===== src/hdl/flt_pkg.sv =====
package flt_pkg;
	// Clock rate and timer figures
	localparam int unsigned CLK_HZ            = 250000000;
	localparam int unsigned FULL_TIME_MS      = 500;
	localparam int unsigned GND_TIME_MS       = 125;
	localparam int unsigned FAST_RATE         = 4;
	localparam int unsigned SLOW_RATE         = 1;
	// Cycles of the full overload duration at the rate of one step per cycle
	localparam longint unsigned FULL_CYCLES   = longint'(CLK_HZ) / 1000 * FULL_TIME_MS;
	localparam int unsigned ACC_W             = 32;
	localparam logic [31:0] FULL_TERMINAL     = 32'(FULL_CYCLES);
	// Grounded setting pin: the overload duration drops to a quarter of the default
	localparam logic [31:0] GND_TERMINAL      = 32'(longint'(CLK_HZ) / 1000 * GND_TIME_MS);
	localparam logic [31:0] ZERO_ACC          = 32'h0000_0000;
	localparam logic [31:0] STEP_SLOW         = 32'(SLOW_RATE);
	localparam logic [31:0] STEP_FAST         = 32'(FAST_RATE);

	// Feedback comparator decisions from the analog front end
	typedef struct packed {
		logic overloadState;
		logic shortCircuitState;
	} flt_fb_t;

	// Timer-setting pin diagnosis
	typedef struct packed {
		logic settingOpen;
		logic settingGnd;
	} flt_set_t;

	typedef enum logic [1:0] {ST_RUN, ST_HICCUP, ST_LATCHED} flt_state_t;
endpackage


===== src/hdl/flt_fault_timer.sv =====
`timescale 1ns/100ps
// Functional notes
// - The timer starts running as soon as the peak current limit is reached (overload).
// - Above the open-loop level the timer runs four times faster, a quarter of the duration.
// - Leaving the fault region before completion clears the timer to zero.
// - Without a power-limit offset, overload is flagged at the nominal peak-limit threshold.
// - With an offset, the overload threshold drops to four times (base limit plus offset).
// - On completion the device enters hiccup or latches off, as the version selects.
// - On completion all driver pulses stop immediately.
// - Moving between short circuit and overload keeps the count and only changes the rate.
// - At start-up a saturated feedback counts at short-circuit rate; regulation clears it.
// - The overload duration comes from the setting resistor, 500 ms for the typical value.
// - A grounded setting pin gives the reduced 125 ms duration.
// - An open or grounded setting pin falls back to a fixed known duration.
module flt_fault_timer
(
	input  wire logic                 sys_clk,
	input  wire logic                 rst_n,
	input  wire flt_pkg::flt_fb_t     feedbackCmp,
	input  wire flt_pkg::flt_set_t    settingDiag,
	input  wire logic [31:0]          settingTerminal,
	input  wire logic                 latchVersion,
	input  wire logic                 recoverRestart,
	output logic                      driverEnable,
	output logic                      faultTrip,
	output logic                      latchedOff,
	output logic                      timerRunning
);

	// Comparator and pin inputs arrive asynchronously; two flops before any use.
	// Only the second flop of each pair is read, so a metastable first stage
	// never reaches the timer logic. The price is a lag of two cycles, which
	// is far below the default and grounded-pin timer durations of this block.
	flt_pkg::flt_fb_t  fbMeta;
	flt_pkg::flt_fb_t  fbSync;
	flt_pkg::flt_set_t setMeta;
	flt_pkg::flt_set_t setSync;
	logic              verMeta;
	logic              verSync;
	logic              rstrMeta;
	logic              rstrSync;

	always_ff @(posedge sys_clk or negedge rst_n)
	begin
		if (!rst_n)
		begin
			fbMeta   <= '0;
			fbSync   <= '0;
			setMeta  <= '0;
			setSync  <= '0;
			verMeta  <= 1'b0;
			verSync  <= 1'b0;
			rstrMeta <= 1'b0;
			rstrSync <= 1'b0;
		end
		else
		begin
			fbMeta   <= feedbackCmp;
			fbSync   <= fbMeta;
			setMeta  <= settingDiag;
			setSync  <= setMeta;
			verMeta  <= latchVersion;
			verSync  <= verMeta;
			rstrMeta <= recoverRestart;
			rstrSync <= rstrMeta;
		end
	end

	// The setting word is quasi-static but still comes from outside the clock domain.
	// Each bit passes two flops; a third copy lets a new word be taken only once it has
	// read the same on two edges, so a word caught in mid-change is never used.
	logic [31:0] termMeta;
	logic [31:0] termSync;
	logic [31:0] termLast;
	logic [31:0] termHeld;
	logic [31:0] next_termHeld;

	// Accept the synchronised word only when it is steady
	always_comb
	begin
		if (termSync == termLast)
			next_termHeld = termSync;
		else
			next_termHeld = termHeld;
	end

	// Setting word synchroniser and holding register
	always_ff @(posedge sys_clk or negedge rst_n)
	begin
		if (!rst_n)
		begin
			termMeta <= flt_pkg::ZERO_ACC;
			termSync <= flt_pkg::ZERO_ACC;
			termLast <= flt_pkg::ZERO_ACC;
			termHeld <= flt_pkg::ZERO_ACC;
		end
		else
		begin
			termMeta <= settingTerminal;
			termSync <= termMeta;
			termLast <= termSync;
			termHeld <= next_termHeld;
		end
	end

	// Terminal count. A grounded pin gives a quarter of the default overload time, an open
	// pin the full default; either way the timer never runs on an undefined setting.
	// A zero word means no resistor setting was delivered, so the default applies too.
	logic [31:0] terminal;
	always_comb
	begin
		if (setSync.settingGnd)
			terminal = flt_pkg::GND_TERMINAL;
		else if (setSync.settingOpen)
			terminal = flt_pkg::FULL_TERMINAL;
		else if (termHeld == flt_pkg::ZERO_ACC)
			terminal = flt_pkg::FULL_TERMINAL;
		else
			terminal = termHeld;
	end

	flt_pkg::flt_state_t state;
	flt_pkg::flt_state_t next_state;
	logic [31:0]         acc;
	logic [31:0]         next_acc;
	logic                next_driverEnable;
	logic                next_faultTrip;
	logic                next_latchedOff;
	logic                next_timerRunning;

	// Threshold choice (nominal or offset-lowered) is done by the comparator,
	// so overloadState already reflects it.
	// One accumulator serves both fault levels: only the step changes, so a
	// move between the two levels keeps the time already spent in fault.
	// The sum is one bit wider than the accumulator so that a setting near
	// the top of the word cannot wrap round and postpone the trip.
	// Any cycle outside the fault region clears the accumulator at once,
	// which is what lets a transient overload pass without a trip.
	always_comb
	begin
		logic        inFault;
		logic [31:0] step;
		logic [32:0] sum;
		inFault           = fbSync.overloadState | fbSync.shortCircuitState;
		step              = fbSync.shortCircuitState ? flt_pkg::STEP_FAST : flt_pkg::STEP_SLOW;
		sum               = {1'b0, acc} + {1'b0, step};
		next_state        = state;
		next_acc          = acc;
		next_faultTrip    = 1'b0;
		next_driverEnable = driverEnable;
		next_latchedOff   = latchedOff;
		next_timerRunning = 1'b0;
		case (state)
			flt_pkg::ST_RUN:
			begin
				// Pulses are allowed in this state; a start-up with saturated
				// feedback counts here at the fast rate like any short circuit
				next_driverEnable = 1'b1;
				if (!inFault)
					next_acc = flt_pkg::ZERO_ACC;
				else if (sum[31:0] >= terminal || sum[32])
				begin
					// Saturating compare stops any wrap from hiding a trip.
					// Pulses stop on the very edge that registers the trip, and the
					// accumulator is cleared so a restart begins from zero.
					next_acc          = flt_pkg::ZERO_ACC;
					next_faultTrip    = 1'b1;
					next_driverEnable = 1'b0;
					next_state        = verSync ? flt_pkg::ST_LATCHED : flt_pkg::ST_HICCUP;
					next_latchedOff   = verSync;
				end
				else
				begin
					next_acc          = sum[31:0];
					next_timerRunning = 1'b1;
				end
			end
			flt_pkg::ST_HICCUP:
			begin
				// Auto-recovery waits for the supply sequencer's restart request;
				// the comparators are ignored here, so no count builds up meanwhile
				next_driverEnable = 1'b0;
				if (rstrSync)
					next_state = flt_pkg::ST_RUN;
			end
			flt_pkg::ST_LATCHED:
			begin
				// Only a full reset leaves this state, like a mains disconnect;
				// the restart request has no effect once latched
				next_driverEnable = 1'b0;
				next_latchedOff   = 1'b1;
			end
			default:
			begin
				// An illegal state code is treated as a fault: the safe choice
				// for a power stage is to keep the driver off
				next_state        = flt_pkg::ST_LATCHED;
				next_driverEnable = 1'b0;
			end
		endcase
	end

	// Timer and protection state. Every output is a flop, so the driver
	// enable seen outside never glitches while the next state settles.
	always_ff @(posedge sys_clk or negedge rst_n)
	begin
		if (!rst_n)
		begin
			state        <= flt_pkg::ST_RUN;
			acc          <= flt_pkg::ZERO_ACC;
			driverEnable <= 1'b0;
			faultTrip    <= 1'b0;
			latchedOff   <= 1'b0;
			timerRunning <= 1'b0;
		end
		else
		begin
			state        <= next_state;
			acc          <= next_acc;
			driverEnable <= next_driverEnable;
			faultTrip    <= next_faultTrip;
			latchedOff   <= next_latchedOff;
			timerRunning <= next_timerRunning;
		end
	end

endmodule


===== config.mk =====
export PLATFORM = sky130hd
export DESIGN_NAME = flt_fault_timer
export DESIGN_NICKNAME = d
export VERILOG_FILES = /design/src/hdl/flt_pkg.sv /design/src/hdl/flt_fault_timer.sv
export SDC_FILE = /design/constraint.sdc
export NUM_CORES = 1
export LEC_CHECK = 0
export BUFFER_PORTS_ARGS = -buffer_cell sky130_fd_sc_hd__clkbuf_2
export CORE_MARGIN = 1.5
export CORE_UTILIZATION = 45
export DETAILED_ROUTE_END_ITERATION = 6
export GPL_ROUTABILITY_DRIVEN = 0
export PLACE_DENSITY_LB_ADDON = 0.05
export SLEW_MARGIN = 30
export SYNTH_ARGS = -nofsm -noshare
export SYNTH_HDL_FRONTEND = slang
export SYNTH_SLANG_ARGS = --single-unit

===== constraint.sdc =====
create_clock -name sys_clk -period 5.15 [get_ports sys_clk]
set_input_delay 0 -clock sys_clk [delete_from_list [all_inputs] [get_ports sys_clk]]
set_output_delay 0 -clock sys_clk [all_outputs]
set_load 0.005 [all_outputs]

## Yosys cells after proc, flatten, opt, wreduce, memory -nomap -nowiden

Cells that the tools add are included.

- Logic and storage cells: 60
- Bits of input ports: 40
- Register bits after elaboration: 178
- Output and inout bits: 4

- Eq/ne operators: 6
- Reductions and logical operators: 6
- Order comparisons: 1
- Bitwise logic cells: 2
- $add $sub $neg: 1
- Multiplexer cells: 22

Operator list:

| cell | count |
|---|---|
| $mux W32 | 5 |
| $add A32 B3 Y33 | 1 |
| $eq A32 B32 Y1 | 1 |
| $ge A32 B32 Y1 | 1 |
| $logic_not A32 Y1 | 1 |
| $mux W1 | 10 |
| $mux W2 | 4 |
| $ne A2 B2 Y1 const B | 3 |
| $pmux W2 S3 | 1 |
| $reduce_and A4 Y1 | 1 |
| $mux W3 | 1 |
| $reduce_and A3 Y1 | 1 |
| $eq A2 B1 Y1 const B | 1 |
| $eq A2 B2 Y1 const B | 1 |
| $logic_not A2 Y1 | 1 |
| $pmux W1 S2 | 1 |
| $reduce_bool A2 Y1 | 1 |
| $logic_or A1 B1 Y1 | 1 |
| $not A1 Y1 | 1 |
| $or A1 B1 Y1 | 1 |

## Logic depth before layout (Yosys ltp)

Gate-level depths: netlist of run 1.

- Depth in word-level cells: 9
- Mapped depth: 19
- Mapped depth without buffers: 17

## Worst setup path after synthesis of run 1

No wires, ideal clock.

- Kind: reg-to-reg
- From: register fbSync[0] (netlist bit)
- To: register acc[11]
- Stages on the path, launching flop included: 16
- Arrival: 3817 ps
- Setup time: 83 ps
- Data required time: 5067 ps
- Setup slack: 1250 ps
- Clock period less this slack: 3900 ps
- Buffers on the path: 2
- Cells stage by stage: dfrtp_1 -> ha_1 -> a31oi_1 -> or2_2 -> clkbuf_1 -> or3_1 -> xnor2_1 -> ha_1 -> and2_0 -> a221o_1 -> a22oi_1 -> nand2_1 -> a211oi_1 -> o21ai_2 -> buf_4 -> o21ai_0

- Cells in the longest elaborated chain, start to end: 6
- Elaborated cells between the ends (all ways): 7
- Classes of those cells: add/sub (1); order compare (1); mux (3); bitwise (1); reduce/logical (1)

Ends and longest elaborated chain:

| what | line | RTL |
|---|---|---|
| start: declaration | flt_fault_timer.sv:35 | `flt_pkg::flt_fb_t fbSync;` |
| start signal: assignment | flt_fault_timer.sv:59 | `fbSync <= fbMeta;` |
| $mux W3 | flt_fault_timer.sv:145 | `step = fbSync.shortCircuitState ? flt_pkg::STEP_FAST : flt_pkg::STEP_SLOW;` |
| $add A32 B3 Y33 | flt_fault_timer.sv:146 | `sum = {1'b0, acc} + {1'b0, step};` |
| $ge A32 B32 Y1 | flt_fault_timer.sv:161 | `else if (sum[31:0] >= terminal \|\| sum[32])` |
| $logic_or A1 B1 Y1 | flt_fault_timer.sv:161 |  |
| $mux W32 | flt_fault_timer.sv:161 |  |
| $mux W32 (*) | flt_fault_timer.sv:159 | `if (!inFault)` |
| end signal: assignment | flt_fault_timer.sv:210 | `acc <= flt_pkg::ZERO_ACC;` |
| end signal: assignment | flt_fault_timer.sv:219 | `acc <= next_acc;` |
| end: declaration | flt_fault_timer.sv:124 | `logic [31:0] acc;` |

Every way passes the cells marked *; elsewhere a longest branch is shown, timed or not.
A chain may end at the register's enable or synchronous reset.

## Worst setup path after layout of run 1

- From: register fbSync[0] (netlist bit)
- To: register acc[0]

Same word-level chain as after synthesis.

==> results.tsv, run 1 <==
stage	metric	value	unit
clocking	htreeDepth	4	
synthesis	synth_edf_count	0	
power	p_sw_frac	0.250	
synthesis	synth-main-ff-cell	dfrtp_1	
critical_path	crit_required	5490	ps
routing	drcViolationCount	0	
timing	slew_viol_final	0	
clocking	cts_tree	yes	
timing	tightestPinTransition	849	ps
grt	antenna_found_initial	0	
final_layout	fin_area	0.00890	sq mm
power	internal_power	0.00227	W
clocking	clock-sinks	178	
grt	grt_pass1_wl	25200	um
synthesis	ys_types	58	
hold_path	hold_depth	2	
clocking	cts_setup_buffers	0	
routing	drt-total-wl	14700	um
synthesis	avgSynthCellArea	12.2	sq um
critical_path	slowest_delay	450	ps
critical_path	cp_cell_sequence	ha_1 > a31oi_1 > or2_2 > or3_1 > xnor2_1 > ha_1 > and2_0 > a221o_1 > a22oi_1 > nand2_1 > a211oi_1 > buf_4 > o21ai_2 > o31ai_1	
run_status	status	finished, final reports clean	
clocking	worstSkewPairLatency	430	ps
synthesis	synth_top_cells_by_area	dfrtp_1 60%, ha_1 5.9%, xor2_1 4.9%	
critical_path	rr_worst_depth	14	
critical_path	cpMostUsedCell	ha_1	
place	dpl.hpwl	10100	um
floorplanning	start_util	0.466	
hold_path	hold_path_class	primary input to flip-flop	
synthesis	ys_seq_area_frac	0.598	
floorplanning	die_w	132	um
timing	finalSetupViolCount	0	
synthesis	synth_seq_cells	178	
critical_path	cp-start-kind	flip-flop	
routing	via_count	4808	
timing	period_share	0.826	
floorplanning	core_area	0.0160	sq mm
synthesis	syn_area	0.00745	sq mm
final_layout	drive_above_1_share	0.186	
synthesis	syn_nets	687	
routing	drtIter0Drc	333	
synthesis	yosys-top-cells-count	178 x dfrtp_1, 74 x nand2_1, 42 x xor2_1	
synthesis	syn_inst	612	
hold_path	hold_start	settingTerminal[10]	
final_layout	fill_cells	1414	
power	p_comb_frac	0.073	
grt	grt_usage	0.187	
synthesis	netlist.area_leader.share	0.598	
critical_path	crit_type	flip-flop to flip-flop	
critical_path	regToRegSetupSlack	900	ps
critical_path	critPathSlowestCell	or2_2	
critical_path	r2r_end	acc[0]	
routing	wl_per_cell	15.8	um
clocking	cts_buffers	17	
clocking	cts_resized	0	
timing	min_period	4250	ps
critical_path	r2r-start	fbSync[0]	
power	p_leak	4.24	nW
final_layout	synthToLayoutAreaGrowth	19.6	%
floorplanning	die_h	132	um
power	pwr-share-seq	0.495	
clocking	cts_root_buffer	clkbuf_16	
critical_path	crit_fanout	11	
synthesis	ys_warn_count	0	
routing	vias_per_cell	5.16	
floorplanning	core.rowCount	46	
final_layout	final-seq-area	0.00445	sq mm
final_layout	postLayoutCoreUtil	0.557	
routing	ant_nets	0	
clocking	cts_hold_buf	39	
routing	drtPass1Iterations	4	
timing	timing.fmax	0.235	GHz
synthesis	synth_top_area_cell	dfrtp_1	
timing	rsz0062_at_grt	no	
job	cap_viol_max_count	0	
final_layout	antenna_cells	0	
grt	grt_pass1_vias	4933	
place	dpl_cell_area	0.00790	sq mm
hold_path	min_to	termMeta[10]	
synthesis	async_flop_share	1.00	
grt	grt_overflow	0	
critical_path	end_kind	flip-flop	
place	port_buffers	43	
synthesis	synth_most_common_cell	dfrtp_1	
power	peakVddDrop	290	uV
power	clkPwrFrac	0.433	
power	powerDensity	341	mW/mm^2
clocking	clk_path_buf_depth	2	
power	switchingPower	0.000760	W
timing	hold_viol_final	0	
timing	fin_skew	8.22	ps
floorplanning	die_area	0.0173	sq mm
timing	slew_headroom	0.434	
clocking	clkTransAtPathRegs	70	ps
critical_path	arrival	4590	ps
final_layout	multi_input_area	0.00286	sq mm
timing	setup-tns-final	0	ps
floorplanning	num_io_pins	44	
grt	grt_max_degree	116	
final_layout	nets	777	
## layer usage
metal	vias to the layer above	wire, um	GRT usage
met3	19	487	0.0390
met1	2377	6990	0.260
li1	2329	-	-
met2	83	6910	0.285
met5	-	0	0
met4	0	320	0.0796
## worst max-delay path, delay by kind of cell (launching register included)
kind | cells | cell delay [ps]
buf+inv | 1 | 190
flops | 1 | 420
fa+ha+maj | 2 | 670
xor+xnor | 1 | 330
compound gates | 6 | 1410
simple gates | 4 | 1130
## power groups by stage
stage	combinational (W)	clock (W)	sequential, W
2_1_floorplan	0.000123	0	0.00152
5_1_grt	0.000260	0.00141	0.00151
3_5_place_dp	0.000201	0	0.00153
6_report	0.000221	0.00131	0.00150
4_1_cts	0.000226	0.00135	0.00150
3_3_place_gp	0.000195	0	0.00153
## cells by family (layout without fill, tap and decap cells)
family / after synthesis / count (layout) / share of synthesized area
XOR/XNOR: 59 / 59 / 0.0694
adder cells (fa/ha/maj): 35 / 35 / 0.0588
buffers and inverters: 29 / 132 / 0.0188
multiplexers: 33 / 33 / 0.0497
AND/OR/NAND/NOR: 193 / 193 / 0.134
flip-flops: 178 / 178 / 0.598
AO/OA/AOI/OAI: 85 / 85 / 0.0712
## through the flow
stage               worst slack [ps]  instances  hold WS (ps)  total power (W)
global route                     564        931           190          0.00318
floorplan                       1250        612          -296          0.00164
detailed placement               906        860           110          0.00173
finish                           897        931           202          0.00303
global placement                 960        860           108          0.00172
CTS                              876        931           189          0.00307
## layout by cell type, fill, tap and decap left out, types with 5 or more instances in the layout
cell / synthesis / routed
a21o_1: 5 / 5
a21oi_1: 24 / 24
a31oi_1: 11 / 11
buf_4: 1 / 6
clkbuf_16: 0 / 17
clkbuf_2: 0 / 42
dfrtp_1: 178 / 178
dlygate4sd3_1: 0 / 39
ha_1: 35 / 35
inv_1: 12 / 12
inv_6: 0 / 5
mux2_2: 32 / 32
nand2_1: 74 / 74
nand3_1: 20 / 20
nand4_1: 13 / 13
nor2_1: 25 / 23
nor4_1: 17 / 17
o21ai_0: 17 / 17
o21bai_1: 7 / 7
or2_2: 6 / 6
xnor2_1: 17 / 17
xor2_1: 42 / 42
## layout make-up
type	instances	area share
Sequential cell	178	0.500
Multi-Input combinational cell	405	0.321
Timing Repair Buffer	88	0.0742
Clock buffer	19	0.0509
Tap cell	216	0.0303
Clock inverter	13	0.0183
Inverter	12	0.00506
## state kept, by name (all words and copies together), names as in the netlist, 2 cells and up
name      flops
termHeld     32
termMeta     32
state         2
setMeta       2
fbMeta        2
termLast     32
acc          32
fbSync        2
setSync       2
termSync     32
## worst max-delay path by stage
stage          cells past startpoint  slack (ps)      start  endpoint
2_1_floorplan                     15        1250  fbSync[0]   acc[11]
3_3_place_gp                      14         960  fbSync[0]    acc[0]
3_5_place_dp                      14         910  fbSync[0]    acc[0]
4_1_cts                           14         880  fbSync[0]    acc[0]
5_1_grt                           13         560  fbSync[0]    acc[6]
6_report                          14         900  fbSync[0]    acc[0]
(Power assumes the default switching activity.)
==> inputs of run 2 (changes only) <==
- clock period: 5.15 -> 4 ns (I/O delays scaled with it)
==> results.tsv, run 2 (synthesis gave the netlist of run 1 again) <==
stage	metric	value	unit
critical_path	r2r_end	acc[4]	
critical_path	crit_type	flip-flop to flip-flop	
critical_path	end_kind	flip-flop	
final_layout	synthToLayoutAreaGrowth	23.4	%
critical_path	cp-start-kind	flip-flop	
routing	vias_per_cell	5.20	
critical_path	r2r-start	fbSync[0]	
clocking	cts_tree	yes	
clocking	clk_path_buf_depth	2	
clocking	htreeDepth	4	
timing	hold_viol_final	0	
floorplanning	core.rowCount	46	
clocking	clock-sinks	178	
routing	drcViolationCount	0	
critical_path	crit_fanout	11	
final_layout	layout_commonest_cell	dfrtp_1	
grt	antenna_found_initial	0	
critical_path	crit_required	4300	ps
routing	ant_nets	0	
timing	period_share	0.962	
clocking	cts_root_buffer	clkbuf_16	
routing	drtIter0Drc	274	
grt	grt_usage	0.194	
routing	wl_met2	7530	um
timing	slew_headroom	0.481	
critical_path	regToRegSetupSlack	150	ps
timing	rsz0062_at_grt	no	
clocking	cts_buffers	17	
floorplanning	die_area	0.0173	sq mm
routing	wl_met3	526	um
grt	grt_overflow	0	
grt	grt_pass1_vias	5059	
place	dpl.hpwl	10800	um
final_layout	antenna_cells	0	
power	p_leak	4.37	nW
timing	min_period	3850	ps
critical_path	arrival	4140	ps
timing	finalSetupViolCount	0	
grt	grt_max_degree	99	
timing	fin_skew	12.8	ps
hold_path	hold_path_class	primary input to asynchronous set/reset pin	
timing	fin_ws	152	ps
final_layout	nets	794	
timing	slew_viol_final	0	
timing	timing.fmax	0.260	GHz
power	powerDensity	433	mW/mm^2
routing	wl_met1	7360	um
grt	grt_pass1_wl	26200	um
routing	drt-total-wl	15800	um
power	peakVddDrop	566	uV
routing	highest_layer	met4	
place	post-place-cells	871	
final_layout	drive_above_1_share	0.230	
final_layout	layout.cells.non_filler	948	
timing	tightestPinTransition	778	ps
routing	via_count	4932	
routing	wl_per_cell	16.6	um
clocking	clkTransAtPathRegs	70	ps
job	cap_viol_max_count	0	
floorplanning	die_w	132	um
routing	drtPass1Iterations	5	
floorplanning	num_io_pins	44	
floorplanning	core_area	0.0160	sq mm
floorplanning	die_h	132	um
floorplanning	start_util	0.466	
final_layout	final_cell_mix	177 x dfrtp_1, 74 x nand2_1, 42 x clkbuf_2, 41 x xor2_1, 39 x dlygate4sd3_1	
critical_path	rr_worst_depth	17	
clocking	worstSkewPairLatency	440	ps
place	port_buffers	43	
run_status	status	finished, final reports clean	
place	dp_slack	-17.7	ps
## run 2: cell types whose count changed in the layout (fill, tap and decap cells not counted), sizes merged
cell,before,now
inv,19,17
buf,7,23
clkbuf,61,60
clkinv,5,9
## run 2: layout make-up
class,instances,area [sq um]
Clock inverter,15,213
Multi-Input combinational cell,405,2990
Sequential cell,178,4460
Fill cell,1339,6810
Clock buffer,17,425
Tap cell,216,270
Inverter,12,45.0
Timing Repair Buffer,105,795
## run 2: critical path: stages, from the launching register on
cell	delay, ps
dfrtp_1	430
inv_1	90
ha_2	210
ha_4	150
a21o_1	200
nand2_1	60
or4_1	470
inv_1	100
and3_1	210
xor2_2	90
ha_1	300
nand4_1	220
nor4_4	360
and4_4	300
a211oi_2	70
buf_4	170
o21ai_4	130
o21ai_0	150
## run 2: worst max path at each step
stage               startpoint      end  depth (start not counted)
CTS                  fbSync[0]   acc[5]                         15
detailed placement   fbSync[0]   acc[5]                         15
global route         fbSync[0]  acc[31]                         16
global placement       acc[13]   acc[6]                         14
finish               fbSync[0]   acc[4]                         17
floorplan            fbSync[0]  acc[11]                         15
## run 2: timing repair
| item | in CTS | in global routing |
|---|---|---|
| cloned | 0 | 1 |
| buffers inserted | 0 | 5 |
| pin swaps | 0 | 6 |
| setup endpoints to repair | 1 | 34 |
| endpoints found under the hold margin | 133 | 0 |
| resized for setup | 1 | 29 |
| hold buffers | 39 | 0 |
## run 2: metrics by stage
stage | area [sq um] | util | TNS, ps | total power, W | hold slack (ps)
3_3_place_gp | 7980 | 0.499 | 0 | 0.00223 | 108
6_report | 9190 | 0.574 | 0 | 0.00398 | 194
4_1_cts | 9010 | 0.563 | 0 | 0.00401 | 184
3_5_place_dp | 7980 | 0.499 | -17.7 | 0.00225 | 110
2_1_floorplan | 7450 | - | 0 | 0.00211 | -296
5_1_grt | 9190 | 0.574 | 0 | 0.00417 | 184
## run 2: per-layer routing
| metal | GRT usage | vias to the layer above |
|---|---|---|
| met4 | 0.0753 | 0 |
| met2 | 0.300 | 93 |
| met1 | 0.269 | 2443 |
| met3 | 0.0394 | 19 |
| met5 | 0 | - |
| li1 | - | 2377 |
## run 2: power by group
| part | internal, W | switching [W] | total [W] |
|---|---|---|---|
| combinational | 0.000153 | 0.000179 | 0.000332 |
| clock | 0.000912 | 0.000805 | 0.00172 |
| sequential | 0.00187 | 0.0000579 | 0.00193 |
